==> src/rtc_pkg.sv <==
// Purpose: Shared constants for the prescaler, wakeup and shift block
// Assumes: Byte registers on word-aligned AHB addresses (index * 4)
// Notes: Indices are register numbers, not byte addresses
package rtc_pkg;
   localparam logic [7:0] IDX_CTRL = 8'h08;
   localparam logic [7:0] IDX_STAT = 8'h0C;
   localparam logic [7:0] IDX_SYNC_HI = 8'h10;
   localparam logic [7:0] IDX_SYNC_LO = 8'h11;
   localparam logic [7:0] IDX_ASYNC = 8'h12;
   localparam logic [7:0] IDX_WU_HI = 8'h14;
   localparam logic [7:0] IDX_WU_LO = 8'h15;
   localparam logic [7:0] IDX_KEY = 8'h19;
   localparam logic [7:0] IDX_SHIFT_HI = 8'h1A;
   localparam logic [7:0] IDX_SHIFT_LO = 8'h1B;
   localparam logic [7:0] IDX_ALARM_SEC = 8'h1C;
   // Control fields
   localparam int CT_INIT = 7;
   localparam int CT_AL_EN = 4;
   localparam int CT_WU_EN = 3;
   localparam int CT_WUSEL = 0;
   // Status fields
   localparam int ST_WU_FLAG = 8;
   localparam int ST_INIT_OK = 6;
   localparam int ST_SHIFT = 3;
   localparam int ST_WU_WR = 2;
   localparam int ST_AL_WR = 0;
   // Shift high byte fields
   localparam int SH_ADD_ONE_SECOND = 7;
   // Alarm seconds fields
   localparam int AL_MASK = 7;
   // Power-on values; CTRL_RST is the system reset value
   localparam logic [6:0] SYNC_HI_POR = 7'h00;
   localparam logic [7:0] SYNC_LO_POR = 8'hFF;
   localparam logic [6:0] ASYNC_POR = 7'h7F;
   localparam logic [15:0] WU_POR = 16'hFFFF;
   localparam logic [7:0] ALARM_POR = 8'h00;
   localparam logic [7:0] CTRL_RST = 8'h00;
   // Wakeup clock selections
   localparam logic [2:0] WUSEL_DIV16 = 3'h0;
   localparam logic [2:0] WUSEL_DIV8 = 3'h1;
   localparam logic [2:0] WUSEL_DIV4 = 3'h2;
   localparam logic [2:0] WUSEL_DIV2 = 3'h3;
   typedef enum logic [2:0] {
      KEY_LOCKED = 3'b001,
      KEY_HALF = 3'b010,
      KEY_OPEN = 3'b100
   } key_state_t;
endpackage

==> src/rtc_prescaler_wakeup_shift.sv <==
// Purpose: Prescalers, wakeup timer, key lock, shift and alarm seconds
// Assumes: Low-speed clock arrives as a pin, far slower than hclk
// Notes: AHB-Lite slave; writes zero-wait, reads one wait state
// Contract
// - Second tick equals async ticks over sync+1
// - Sync bits 14:13 only on large variants
// - Prescaler writes only while init allowed
// - Async divides low-speed clock by factor+1
// - Prescaler/wakeup keep values across system reset
// - Wakeup flag every reload+1 wakeup ticks
// - First wakeup flag reload+1 ticks after enable
// - Reload writes need enable clear, flag set
// - Key register write-only, reads zero
// - Add-second write-only, applied on low write
// - Shift writes ignored while shift pending
// - Shift adds fraction to sync counter
// - Add-second with fraction advances one second
// - Fraction bits read back as zero
// - Seconds mask bit excludes seconds compare
// - Alarm seconds held as BCD tens/units
// - Alarm writes in init or enable clear
// - Protected writes need key unlock first
// - Init flag rises only once in init
// - Shift pending set on trigger, auto-cleared
module rtc_prescaler_wakeup_shift #(
   parameter bit LARGE_DENSITY = 1'b1,
   parameter logic [7:0] KEY_FIRST = 8'hA5,  // Arbitrary value
   parameter logic [7:0] KEY_SECOND = 8'h5A  // Arbitrary value
) (
   input wire logic hclk,
   input wire logic hresetn,
   input wire logic por_n,
   input wire logic hsel,
   input wire logic [31:0] haddr,
   input wire logic [1:0] htrans,
   input wire logic hwrite,
   input wire logic [2:0] hsize,
   input wire logic [31:0] hwdata,
   input wire logic hready,
   output logic [31:0] hrdata,
   output logic hreadyout,
   output logic hresp,
   input wire logic low_speed_input_clock,
   input wire logic [6:0] current_seconds,
   output logic second_tick_clock,
   output logic [15:0] sync_count,
   output logic wakeup_flag,
   output logic alarm_seconds_match,
   output logic shift_pending,
   output logic init_allowed_flag
);
   import rtc_pkg::*;

   ////////////////////////////////////////////////////////////////////
   logic ap_wr_reg, ap_rd_reg, rd_done_reg;
   logic [7:0] ap_idx_reg;
   logic [31:0] rd_next;
   logic [7:0] wd;
   logic unlocked;
   key_state_t key_reg;
   logic [7:0] ctrl_reg;
   logic [6:0] sync_hi_reg;
   logic [7:0] sync_lo_reg;
   logic [6:0] async_reg;
   logic [15:0] wu_reload_reg;
   logic [7:0] alarm_reg;
   logic [7:0] shift_hi_reg;
   logic [7:0] shift_lo_reg;
   logic wu_wr_ok_reg, al_wr_ok_reg, init_ok_reg;
   logic ls_s1, ls_s2, ls_s3, ls_lvl_reg, ls_tick;
   logic [6:0] async_cnt_reg;
   logic apre_tick_reg;
   logic [15:0] sync_cnt_reg;
   logic [3:0] ls_div_reg;
   logic wu_tick;
   logic [15:0] wu_cnt_reg;
   logic wu_flag_reg, wu_hit;
   logic [14:0] sync_mask;

   function automatic logic wr_hit(input logic en, input logic [7:0] a,
                                   input logic [7:0] b);
      wr_hit = en && (a == b);
   endfunction

   assign wd = hwdata[7:0];
   assign unlocked = (key_reg == KEY_OPEN);
   assign sync_mask = LARGE_DENSITY ? 15'h7FFF : 15'h1FFF;

   ////////////////////////////////////////////////////////////////////
   // AHB-Lite: reads stall one cycle so the mux sees settled registers
   always_ff @(posedge hclk or negedge hresetn)
   begin
      if (!hresetn)
      begin
         ap_wr_reg <= 1'b0;
         ap_rd_reg <= 1'b0;
         ap_idx_reg <= 8'h00;
      end
      else if (hready)
      begin
         ap_wr_reg <= hsel && htrans[1] && hwrite;
         ap_rd_reg <= hsel && htrans[1] && !hwrite;
         ap_idx_reg <= haddr[9:2];
      end
      else
      begin
         ap_wr_reg <= 1'b0;
         ap_rd_reg <= ap_rd_reg && rd_done_reg ? 1'b0 : ap_rd_reg;
      end
   end

   always_ff @(posedge hclk or negedge hresetn)
   begin
      if (!hresetn)
      begin
         rd_done_reg <= 1'b0;
         hrdata <= 32'h0000_0000;
      end
      else if (ap_rd_reg && !rd_done_reg)
      begin
         rd_done_reg <= 1'b1;
         hrdata <= rd_next;
      end
      else
         rd_done_reg <= 1'b0;
   end

   assign hreadyout = !(ap_rd_reg && !rd_done_reg);
   assign hresp = 1'b0;

   always_comb
   begin
      rd_next = 32'h0000_0000;
      case (ap_idx_reg)
         IDX_CTRL: rd_next = {24'h0, ctrl_reg};
         IDX_STAT: rd_next = {23'h0, wu_flag_reg, 1'b0, init_ok_reg, 2'b0,
                              shift_pending, wu_wr_ok_reg, 1'b0, al_wr_ok_reg};
         IDX_SYNC_HI: rd_next = {25'h0, sync_hi_reg & sync_mask[14:8]};
         IDX_SYNC_LO: rd_next = {24'h0, sync_lo_reg};
         IDX_ASYNC: rd_next = {25'h0, async_reg};
         IDX_WU_HI: rd_next = {24'h0, wu_reload_reg[15:8]};
         IDX_WU_LO: rd_next = {24'h0, wu_reload_reg[7:0]};
         IDX_ALARM_SEC: rd_next = {24'h0, alarm_reg};
         // Key and shift bytes fall through to zero
         default: rd_next = 32'h0000_0000;
      endcase
   end

   ////////////////////////////////////////////////////////////////////
   // Key lock: two ordered keys open, any other key closes
   always_ff @(posedge hclk or negedge hresetn)
   begin
      if (!hresetn)
         key_reg <= KEY_LOCKED;
      else if (wr_hit(ap_wr_reg, ap_idx_reg, IDX_KEY))
      begin
         case (key_reg)
            KEY_LOCKED: key_reg <= (wd == KEY_FIRST) ? KEY_HALF : KEY_LOCKED;
            KEY_HALF: key_reg <= (wd == KEY_SECOND) ? KEY_OPEN : KEY_LOCKED;
            KEY_OPEN: key_reg <= KEY_LOCKED;
            default: key_reg <= KEY_LOCKED;
         endcase
      end
   end

   always_ff @(posedge hclk or negedge hresetn)
   begin
      if (!hresetn)
         ctrl_reg <= CTRL_RST;
      else if (wr_hit(ap_wr_reg, ap_idx_reg, IDX_CTRL) && unlocked)
         ctrl_reg <= wd;
   end

   ////////////////////////////////////////////////////////////////////
   // Power-on domain: a system reset leaves these alone
   always_ff @(posedge hclk or negedge por_n)
   begin
      if (!por_n)
      begin
         sync_hi_reg <= SYNC_HI_POR;
         sync_lo_reg <= SYNC_LO_POR;
         async_reg <= ASYNC_POR;
      end
      else if (unlocked && init_ok_reg)
      begin
         if (wr_hit(ap_wr_reg, ap_idx_reg, IDX_SYNC_HI))
            sync_hi_reg <= wd[6:0] & sync_mask[14:8];
         if (wr_hit(ap_wr_reg, ap_idx_reg, IDX_SYNC_LO))
            sync_lo_reg <= wd;
         if (wr_hit(ap_wr_reg, ap_idx_reg, IDX_ASYNC))
            async_reg <= wd[6:0];
      end
   end

   always_ff @(posedge hclk or negedge por_n)
   begin
      if (!por_n)
         wu_reload_reg <= WU_POR;
      else if (unlocked && !ctrl_reg[CT_WU_EN] && wu_wr_ok_reg)
      begin
         if (wr_hit(ap_wr_reg, ap_idx_reg, IDX_WU_HI))
            wu_reload_reg[15:8] <= wd;
         if (wr_hit(ap_wr_reg, ap_idx_reg, IDX_WU_LO))
            wu_reload_reg[7:0] <= wd;
      end
   end

   always_ff @(posedge hclk or negedge por_n)
   begin
      if (!por_n)
         alarm_reg <= ALARM_POR;
      else if (wr_hit(ap_wr_reg, ap_idx_reg, IDX_ALARM_SEC) && unlocked &&
               (init_ok_reg || (!ctrl_reg[CT_AL_EN] && al_wr_ok_reg)))
         alarm_reg <= wd;
   end

   assign alarm_seconds_match = alarm_reg[AL_MASK] || (current_seconds == alarm_reg[6:0]);

   ////////////////////////////////////////////////////////////////////
   // Write-allowed flags follow the enables one cycle later
   always_ff @(posedge hclk or negedge hresetn)
   begin
      if (!hresetn)
      begin
         wu_wr_ok_reg <= 1'b0;
         al_wr_ok_reg <= 1'b0;
      end
      else
      begin
         wu_wr_ok_reg <= !ctrl_reg[CT_WU_EN];
         al_wr_ok_reg <= !ctrl_reg[CT_AL_EN];
      end
   end

   ////////////////////////////////////////////////////////////////////
   // Pin synchroniser; stage one feeds stage two only
   always_ff @(posedge hclk or negedge hresetn)
   begin
      if (!hresetn)
      begin
         ls_s1 <= 1'b0;
         ls_s2 <= 1'b0;
         ls_s3 <= 1'b0;
         ls_lvl_reg <= 1'b0;
      end
      else
      begin
         ls_s1 <= low_speed_input_clock;
         ls_s2 <= ls_s1;
         ls_s3 <= ls_s2;
         if (ls_s2 == ls_s3)
            ls_lvl_reg <= ls_s3;
      end
   end

   // Level moves only once stages two and three agree
   assign ls_tick = ls_s2 && ls_s3 && !ls_lvl_reg;

   // Init flag waits for a low-speed edge, as the counters do
   always_ff @(posedge hclk or negedge hresetn)
   begin
      if (!hresetn)
         init_ok_reg <= 1'b0;
      else if (!ctrl_reg[CT_INIT])
         init_ok_reg <= 1'b0;
      else if (ls_tick)
         init_ok_reg <= 1'b1;
   end

   assign init_allowed_flag = init_ok_reg;

   ////////////////////////////////////////////////////////////////////
   // Asynchronous prescaler
   always_ff @(posedge hclk or negedge hresetn)
   begin
      if (!hresetn)
      begin
         async_cnt_reg <= ASYNC_POR;
         apre_tick_reg <= 1'b0;
      end
      else if (ctrl_reg[CT_INIT])
      begin
         async_cnt_reg <= async_reg;
         apre_tick_reg <= 1'b0;
      end
      else
      begin
         apre_tick_reg <= ls_tick && (async_cnt_reg == 7'h00);
         if (ls_tick)
            async_cnt_reg <= (async_cnt_reg == 7'h00) ? async_reg :
                             async_cnt_reg - 7'h01;
      end
   end

   // Synchronous prescaler with shift; bit 15 catches shift overflow
   always_ff @(posedge hclk or negedge hresetn)
   begin
      if (!hresetn)
      begin
         sync_cnt_reg <= {1'b0, SYNC_HI_POR, SYNC_LO_POR};
         second_tick_clock <= 1'b0;
         shift_pending <= 1'b0;
      end
      else
      begin
         second_tick_clock <= 1'b0;
         if (ctrl_reg[CT_INIT])
            sync_cnt_reg <= {1'b0, sync_hi_reg & sync_mask[14:8], sync_lo_reg};
         else if (apre_tick_reg && shift_pending)
         begin
            sync_cnt_reg <= sync_cnt_reg + {1'b0, shift_hi_reg[6:0], shift_lo_reg};
            second_tick_clock <= shift_hi_reg[SH_ADD_ONE_SECOND];
         end
         else if (apre_tick_reg)
         begin
            second_tick_clock <= (sync_cnt_reg == 16'h0000);
            sync_cnt_reg <= (sync_cnt_reg == 16'h0000) ?
                            {1'b0, sync_hi_reg & sync_mask[14:8], sync_lo_reg} :
                            sync_cnt_reg - 16'h0001;
         end
         if (apre_tick_reg && shift_pending && !ctrl_reg[CT_INIT])
            shift_pending <= 1'b0;
         else if (wr_hit(ap_wr_reg, ap_idx_reg, IDX_SHIFT_LO) && unlocked)
            shift_pending <= 1'b1;
      end
   end

   assign sync_count = sync_cnt_reg;

   // Shift bytes frozen while a shift waits
   always_ff @(posedge hclk or negedge hresetn)
   begin
      if (!hresetn)
      begin
         shift_hi_reg <= 8'h00;
         shift_lo_reg <= 8'h00;
      end
      else if (unlocked && !shift_pending)
      begin
         if (wr_hit(ap_wr_reg, ap_idx_reg, IDX_SHIFT_HI))
            shift_hi_reg <= wd;
         if (wr_hit(ap_wr_reg, ap_idx_reg, IDX_SHIFT_LO))
            shift_lo_reg <= wd;
      end
   end

   ////////////////////////////////////////////////////////////////////
   // Wakeup clock: low-speed divided, or the one-second tick
   always_ff @(posedge hclk or negedge hresetn)
   begin
      if (!hresetn)
         ls_div_reg <= 4'h0;
      else if (ls_tick)
         ls_div_reg <= ls_div_reg + 4'h1;
   end

   always_comb
   begin
      wu_tick = 1'b0;
      case (ctrl_reg[CT_WUSEL +: 3])
         WUSEL_DIV16: wu_tick = ls_tick && (ls_div_reg == 4'hF);
         WUSEL_DIV8: wu_tick = ls_tick && (ls_div_reg[2:0] == 3'h7);
         WUSEL_DIV4: wu_tick = ls_tick && (ls_div_reg[1:0] == 2'h3);
         WUSEL_DIV2: wu_tick = ls_tick && ls_div_reg[0];
         default: wu_tick = second_tick_clock;
      endcase
   end

   assign wu_hit = ctrl_reg[CT_WU_EN] && wu_tick && (wu_cnt_reg == 16'h0000);

   always_ff @(posedge hclk or negedge hresetn)
   begin
      if (!hresetn)
         wu_cnt_reg <= WU_POR;
      else if (!ctrl_reg[CT_WU_EN])
         wu_cnt_reg <= wu_reload_reg;
      else if (wu_tick)
         wu_cnt_reg <= (wu_cnt_reg == 16'h0000) ? wu_reload_reg :
                       wu_cnt_reg - 16'h0001;
   end

   // Set beats a same-cycle clear so no wakeup is lost
   always_ff @(posedge hclk or negedge hresetn)
   begin
      if (!hresetn)
         wu_flag_reg <= 1'b0;
      else if (wu_hit)
         wu_flag_reg <= 1'b1;
      else if (wr_hit(ap_wr_reg, ap_idx_reg, IDX_STAT) && !hwdata[ST_WU_FLAG])
         wu_flag_reg <= 1'b0;
   end

   assign wakeup_flag = wu_flag_reg;
endmodule

==> config.mk <==
export PLATFORM = sky130hd
export DESIGN_NAME = rtc_prescaler_wakeup_shift
export DESIGN_NICKNAME = d
export VERILOG_FILES = /design/src/rtc_pkg.sv /design/src/rtc_prescaler_wakeup_shift.sv
export SDC_FILE = /design/constraint.sdc
export NUM_CORES = 1
export LEC_CHECK = 0
export BUFFER_PORTS_ARGS = -buffer_cell sky130_fd_sc_hd__buf_4
export CAP_MARGIN = 20
export CORE_AREA = 2 2 143 145
export CTS_CLUSTER_SIZE = 8
export DETAILED_ROUTE_END_ITERATION = 6
export DIE_AREA = 0 0 145 147
export PLACE_DENSITY = 0.73
export SYNTH_ARGS = -nofsm -noshare
export SYNTH_HDL_FRONTEND = slang
export SYNTH_SLANG_ARGS = --single-unit
==> constraint.sdc <==
create_clock -name hclk -period 3 [get_ports hclk]
set_input_delay 0.3 -clock hclk [delete_from_list [all_inputs] [get_ports hclk]]
set_output_delay 0.3 -clock hclk [all_outputs]
set_load 0.005 [all_outputs]
==> qor.yml, run 1 <==
synth-edff-count: 0
vdd_drop_max_v: 0.000419
synth_compound_area_share_pct: 15.9
drive_gt1_share_pct: 30.1
pin_count: 138
clk_pin_slew_ps: 70
worst-slew-pin-transition_ps: 764
yosysTopAreaCell: "dfrtp_1"
place_congestion: 0.908
grt_first_pass_wirelength_um: 36600
rsz0062_at_grt: "false"
viasPerCell: 5.92
cp_max_fo: 9
syn2layout_area_growth_pct: 14.2
critical_path_required_ps: 3320
clock_path_buffers: 2
yosys_warnings: 0
setup_viol: 0
cts_tree: "yes"
powerDensity_nw_per_um2: 521
nets: 1036
dominantRegCellSynth: "dfrtp_1"
power_uw: 5190
crit_path_end_kind: "register"
crit_slowest_cell: "dfstp_2"
setup_tns_ps: 0
synth_simple_gate_area_share_pct: 17.1
rows: 52
start_util_pct: 43.9
grt_max_degree: 66
cts_root_buf: "clkbuf_16"
num-fill-cells: 1768
diodes: 0
synth_top_area_share_pct: 24.1
synth_fa_ha_area_share_pct: 3.53
worstSetupPathType: "register to register"
ant_nets: 0
gr-total-overflow: 0
cp_data_arrival_time_ps: 2990
track_usage_pct: 21.8
p_leak_uw: 0.00429
synth_cells: 866
clock_latency_ps: 440
yosysMostFrequentCell: "mux2_2"
antenna_found_initial: 0
cap_violations: 0
post-dp-hpwl_um: 16400
port_buffers: 62
yosysUniqueCellTypes: 84
muxShareOfSynthArea_pct: 12.3
synth_top_family_by_area: "simple AND/OR/NAND/NOR gates"
die_width_um: 145
post_cts_buffers: 0
crit_family: "compound AO/OA/AOI/OAI gates"
cp_num_buf_inv: 0
cts_buffers: 17
min_path_type: "input port to register"
drc: 0
finClkSkew_ps: 16.9
vias: 7171
ys_seq_area_share_pct: 43.1
dieHeight_um: 147
startpoint_type: "register"
period_needed_ps: 2680
slew_headroom_pct: 48.6
regArea_um2: 3760
dr.pass1.iters: 5
clkSinkCount: 147
synthArstFlopShare_pct: 100
wl_per_cell_um: 19.1
placeableCoreArea_um2: 19800
die_area_um2: 21300
synth.cells.most_frequent: "mux2_2, dfrtp_1, nor2_1"
drv_slew: 0
synthTopCellsByArea: "dfrtp_1, dfstp_2, mux2_2"
path_cells: "ha_1, a21oi_1, o21ai_0, a2111oi_0, mux2_2, nor3_1, a2111o_1"
routed_wl_um: 23200
drt_iter0_drc: 625
multi_input_area_um2: 4540
ys_ff_latch: 147
max_freq_mhz: 374
status: "finished clean"
synth-xor-area-share_pct: 2.31
critical_path.max_stage_delay_ps: 670
mappedNetlistArea_um2: 8710
cts-htree-levels: 4
grt_pass1_vias: 6611
hold_viol_final: 0
period_share_pct: 89.2
syn_avg_cell_area_um2: 10.1
path summary, 6_finish.rpt:
check                               from                to  slack (ps)  cells after the start
max                        sync_count[6]    sync_count[11]         320                      7
max reg2reg                sync_count[6]    sync_count[11]         320                      7
min in group asynchronous        hresetn     sync_count[8]         380                      2
min                             haddr[8]     ap_idx_reg[6]          90                      2
min reg2reg                        ls_s1             ls_s2         350                      0
max in group asynchronous        hresetn  async_cnt_reg[2]        1860                      3
logic make-up after synthesis:
group	count (synthesis)
xor gates and xnor gates	23
AOI/OAI and AO/OA	215
adders and majority gates	24
muxes	96
other	1
buffers and inverters	85
and+or+nand+nor	275
DFF	147
metal layers:
layer / up-vias / part of all wire, % / global-route usage (%)
met2: 323 / 47 / 34.5
met5: - / 0 / 0
met3: 48 / 6.9 / 4.04
met1: 3507 / 44 / 30.6
met4: 0 / 1.9 / 6.44
li1: 3293 / - / -
repair_timing:
item                                   4_1_cts  5_1_grt
hold buffers                                 3        0
gates resized for setup                      0        0
endpoints found under the hold margin       28        0
where the power goes:
| part | internal (µW) | leakage [µW] | switching (µW) |
|---|---|---|---|
| registers | 2190 | 0.00172 | 173 |
| clock network | 1160 | 0.000270 | 927 |
| logic | 336 | 0.00229 | 395 |
| total | 3690 | 0.00429 | 1490 |
cell usage in the layout (no fill, tap or decap), types with 19 or more instances in the layout:
cell     instances
ha_1            23
nor3_1          28
nand2_1         65
nor2_1          71
inv_1           21
a31oi_1         19
o21ai_0         64
a21oi_1         46
mux2_2          87
buf_4           81
conb_1          24
dfrtp_1         84
dfstp_2         63
stage by stage:
| stage | utilization [%] | instances | hold WS (ps) | worst slack [ps] | cell area [µm²] |
|---|---|---|---|---|---|
| after floorplan | - | 889 | 4.41 | 707 | 8800 |
| after global placement | 47.1 | 1177 | 307 | 435 | 9350 |
| after detailed placement | 47.1 | 1177 | 311 | 377 | 9350 |
| after CTS | 50.1 | 1212 | 85.2 | 342 | 9950 |
| after global routing | 50.1 | 1212 | 87.2 | 205 | 9950 |
| final | 50.1 | 1212 | 92.8 | 323 | 9950 |
cell type report:
class | instances | share of cell area (%)
multi-input cells | 657 | 45.7
well taps | 270 | 3.40
inverters | 21 | 0.792
clock inverters | 15 | 1.47
repair buffers | 85 | 6.62
flip-flops and latches | 147 | 37.8
clock buffers | 17 | 4.28
No activity file was read; power rests on OpenSTA's default activity.
==> inputs of run 2 (changes only) <==
- ABC_AREA: not set -> 1
- CORE_AREA: 2 2 143 145 -> 2 2 147 149
- DIE_AREA: 0 0 145 147 -> 0 0 149 151
- PLACE_DENSITY: 0.73 -> 0.72
==> run 2 against run 1 <==
  * The flow now finishes with violations (DRC)
  * Clock-buffer cell count is 1 higher
  * Clock power hardly changed
  * Die area is 5.6% higher
  * Sequential cell count stayed put
  * Maximum frequency is 19% higher
  * Largest power group is now the clock network
  * Register-to-register slack better by 560 ps
  * Sequential power is 12% lower
  * Combinational power is 56% lower
  * Synthesized cell count is 38% higher
==> qor.yml, run 2 <==
clock_latency_ps: 440
clk_pin_slew_ps: 70
busiest_layer: "met2"
ys_ff_latch: 147
critical_path_required_ps: 2700
rows: 53
dieHeight_um: 151
period_needed_ps: 2260
rsz0062_at_grt: "false"
worst-slew-pin-transition_ps: 782
p_leak_uw: 0.00502
dr.pass1.iters: 7
grtUsageMet1_pct: 32.7
gr-total-overflow: 0
synthTopCellsByArea: "dfrtp_1, dfstp_2, nand2_1"
synth.cells.most_frequent: "nand2_1, inv_1, nand3_1"
synth_top_area_share_pct: 22.8
nets: 1362
rrSetupSlack_ps: 880
grt_first_pass_wirelength_um: 40000
layout_common_cells: "nand2_1, inv_1, nand3_1"
crit_path_end_kind: "output pin"
start_util_pct: 44.3
cts-htree-levels: 4
antenna_found_initial: 0
track_usage_pct: 22.9
ant_nets: 0
powerDensity_nw_per_um2: 435
startpoint_type: "register"
syn_avg_cell_area_um2: 7.73
final_core_util_pct: 50.0
drive_gt1_share_pct: 20.5
die_area_um2: 22500
power_uw: 4530
final_common_cell: "nand2_1"
num-fill-cells: 2041
cts_hold_buffers: 3
min_path_type: "input port to register"
cp_max_fo: 12
yosysTopAreaCell: "dfrtp_1"
grt.met3_usage_pct: 5.51
violations: "DRC"
viasPerCell: 5.33
yosysUniqueCellTypes: 54
setup_tns_ps: 0
status: "finished with violations"
cts_tree: "yes"
hold_viol_final: 0
routed_wl_um: 24900
cap_violations: 0
ys_seq_area_share_pct: 40.7
mappedNetlistArea_um2: 9230
placeableCoreArea_um2: 20800
period_share_pct: 75.2
diodes: 0
post_dp_cell_area_um2: 9810
syn2layout_area_growth_pct: 12.9
max_freq_mhz: 443
post_cts_buffers: 0
hold_ws_ps: 64.7
dominantRegCellSynth: "dfrtp_1"
drv_slew: 0
cts_buffers: 17
place_congestion: 0.950
synth_cells: 1194
yosysMostFrequentCell: "nand2_1"
grt_pass1_vias: 7370
globalRouteMet2Util_pct: 34.3
pin_count: 138
vias: 8226
cp_data_arrival_time_ps: 1960
slew_headroom_pct: 47.8
vdd_drop_max_v: 0.000406
drc: 3
synthArstFlopShare_pct: 100
cts_root_buf: "clkbuf_16"
die_width_um: 149
clock_path_buffers: 2
cts-resized-gates: 0
post-dp-hpwl_um: 18300
port_buffers: 62
grt_max_degree: 54
synth-edff-count: 0
setup_viol: 0
wl_per_cell_um: 16.1
yosys_warnings: 0
finClkSkew_ps: 11.7
worstSetupPathType: "register to output pin"
clkSinkCount: 147
postLayoutCellArea_um2: 10400
drt_iter0_drc: 719
[run 2: cell types whose count changed in the layout (fill, tap and decap cells not counted), sizes merged, moves of 10 or more]
cell and delta:
or3 -11, nand3 +92, inv +108, a31oi -18
a21oi -13, buf -12, mux2 -84, nand4 +13
a221oi -10, o21ai +76, nand2 +287, nor3 -15
nor2 +25
[run 2: cells by family (layout without fill, tap and decap cells)]
family	Yosys count	count (layout)	synth area share, %
buf+inv	185	236	9.57
xor+xnor	24	24	2.28
other cells	1	24	0.0406
mux	3	3	0.366
simple gates	605	605	30.4
flops	147	147	40.7
fa+ha+maj	24	24	3.34
compound gates	205	205	13.3
[run 2: per-layer routing]
metal	wire length [µm]	vias up
met4	595	0
met3	1880	46
li1	-	4005
met1	11500	3847
met2	10900	328
met5	0	-
[run 2: layout make-up]
| type | count | area, µm² | share of cell area [%] |
|---|---|---|---|
| Clock buffer | 18 | 439 | 4.21 |
| Inverter | 131 | 497 | 4.77 |
| Multi-Input combinational cell | 885 | 4670 | 44.8 |
| Tap cell | 275 | 344 | 3.30 |
| Timing Repair Buffer | 73 | 568 | 5.45 |
| Clock inverter | 14 | 141 | 1.36 |
| Sequential cell | 147 | 3760 | 36.1 |
[run 2: final timing paths]
kind,cells after the start,end,from
worst max register to register,11,sync_count[12],sync_count[0]
worst min-delay path,3,ap_idx_reg[7],haddr[9]
min in group asynchronous,2,alarm_reg[0],por_n
worst min register to register,0,ls_s2,ls_s1
worst max-delay path,4,hreadyout,ap_rd_reg
max in group asynchronous,3,sync_count[0],hresetn
[run 2: critical path, stage by stage, from the launching register on]
cell,delay (ps)
dfrtp_1,330
inv_1,60
nor2_1,430
inv_1,440
buf_4,260
[run 2: per-stage QoR]
step                      setup slack [ps]  cells
after floorplan                       1190   1217
after global placement                 970   1508
after detailed placement               927   1508
after CTS                              754   1543
after global routing                   604   1543
final                                  744   1543
[run 2: power by group]
part	switching, µW	internal (µW)
logic	210	109
clock network	934	1190
registers	48.2	2040
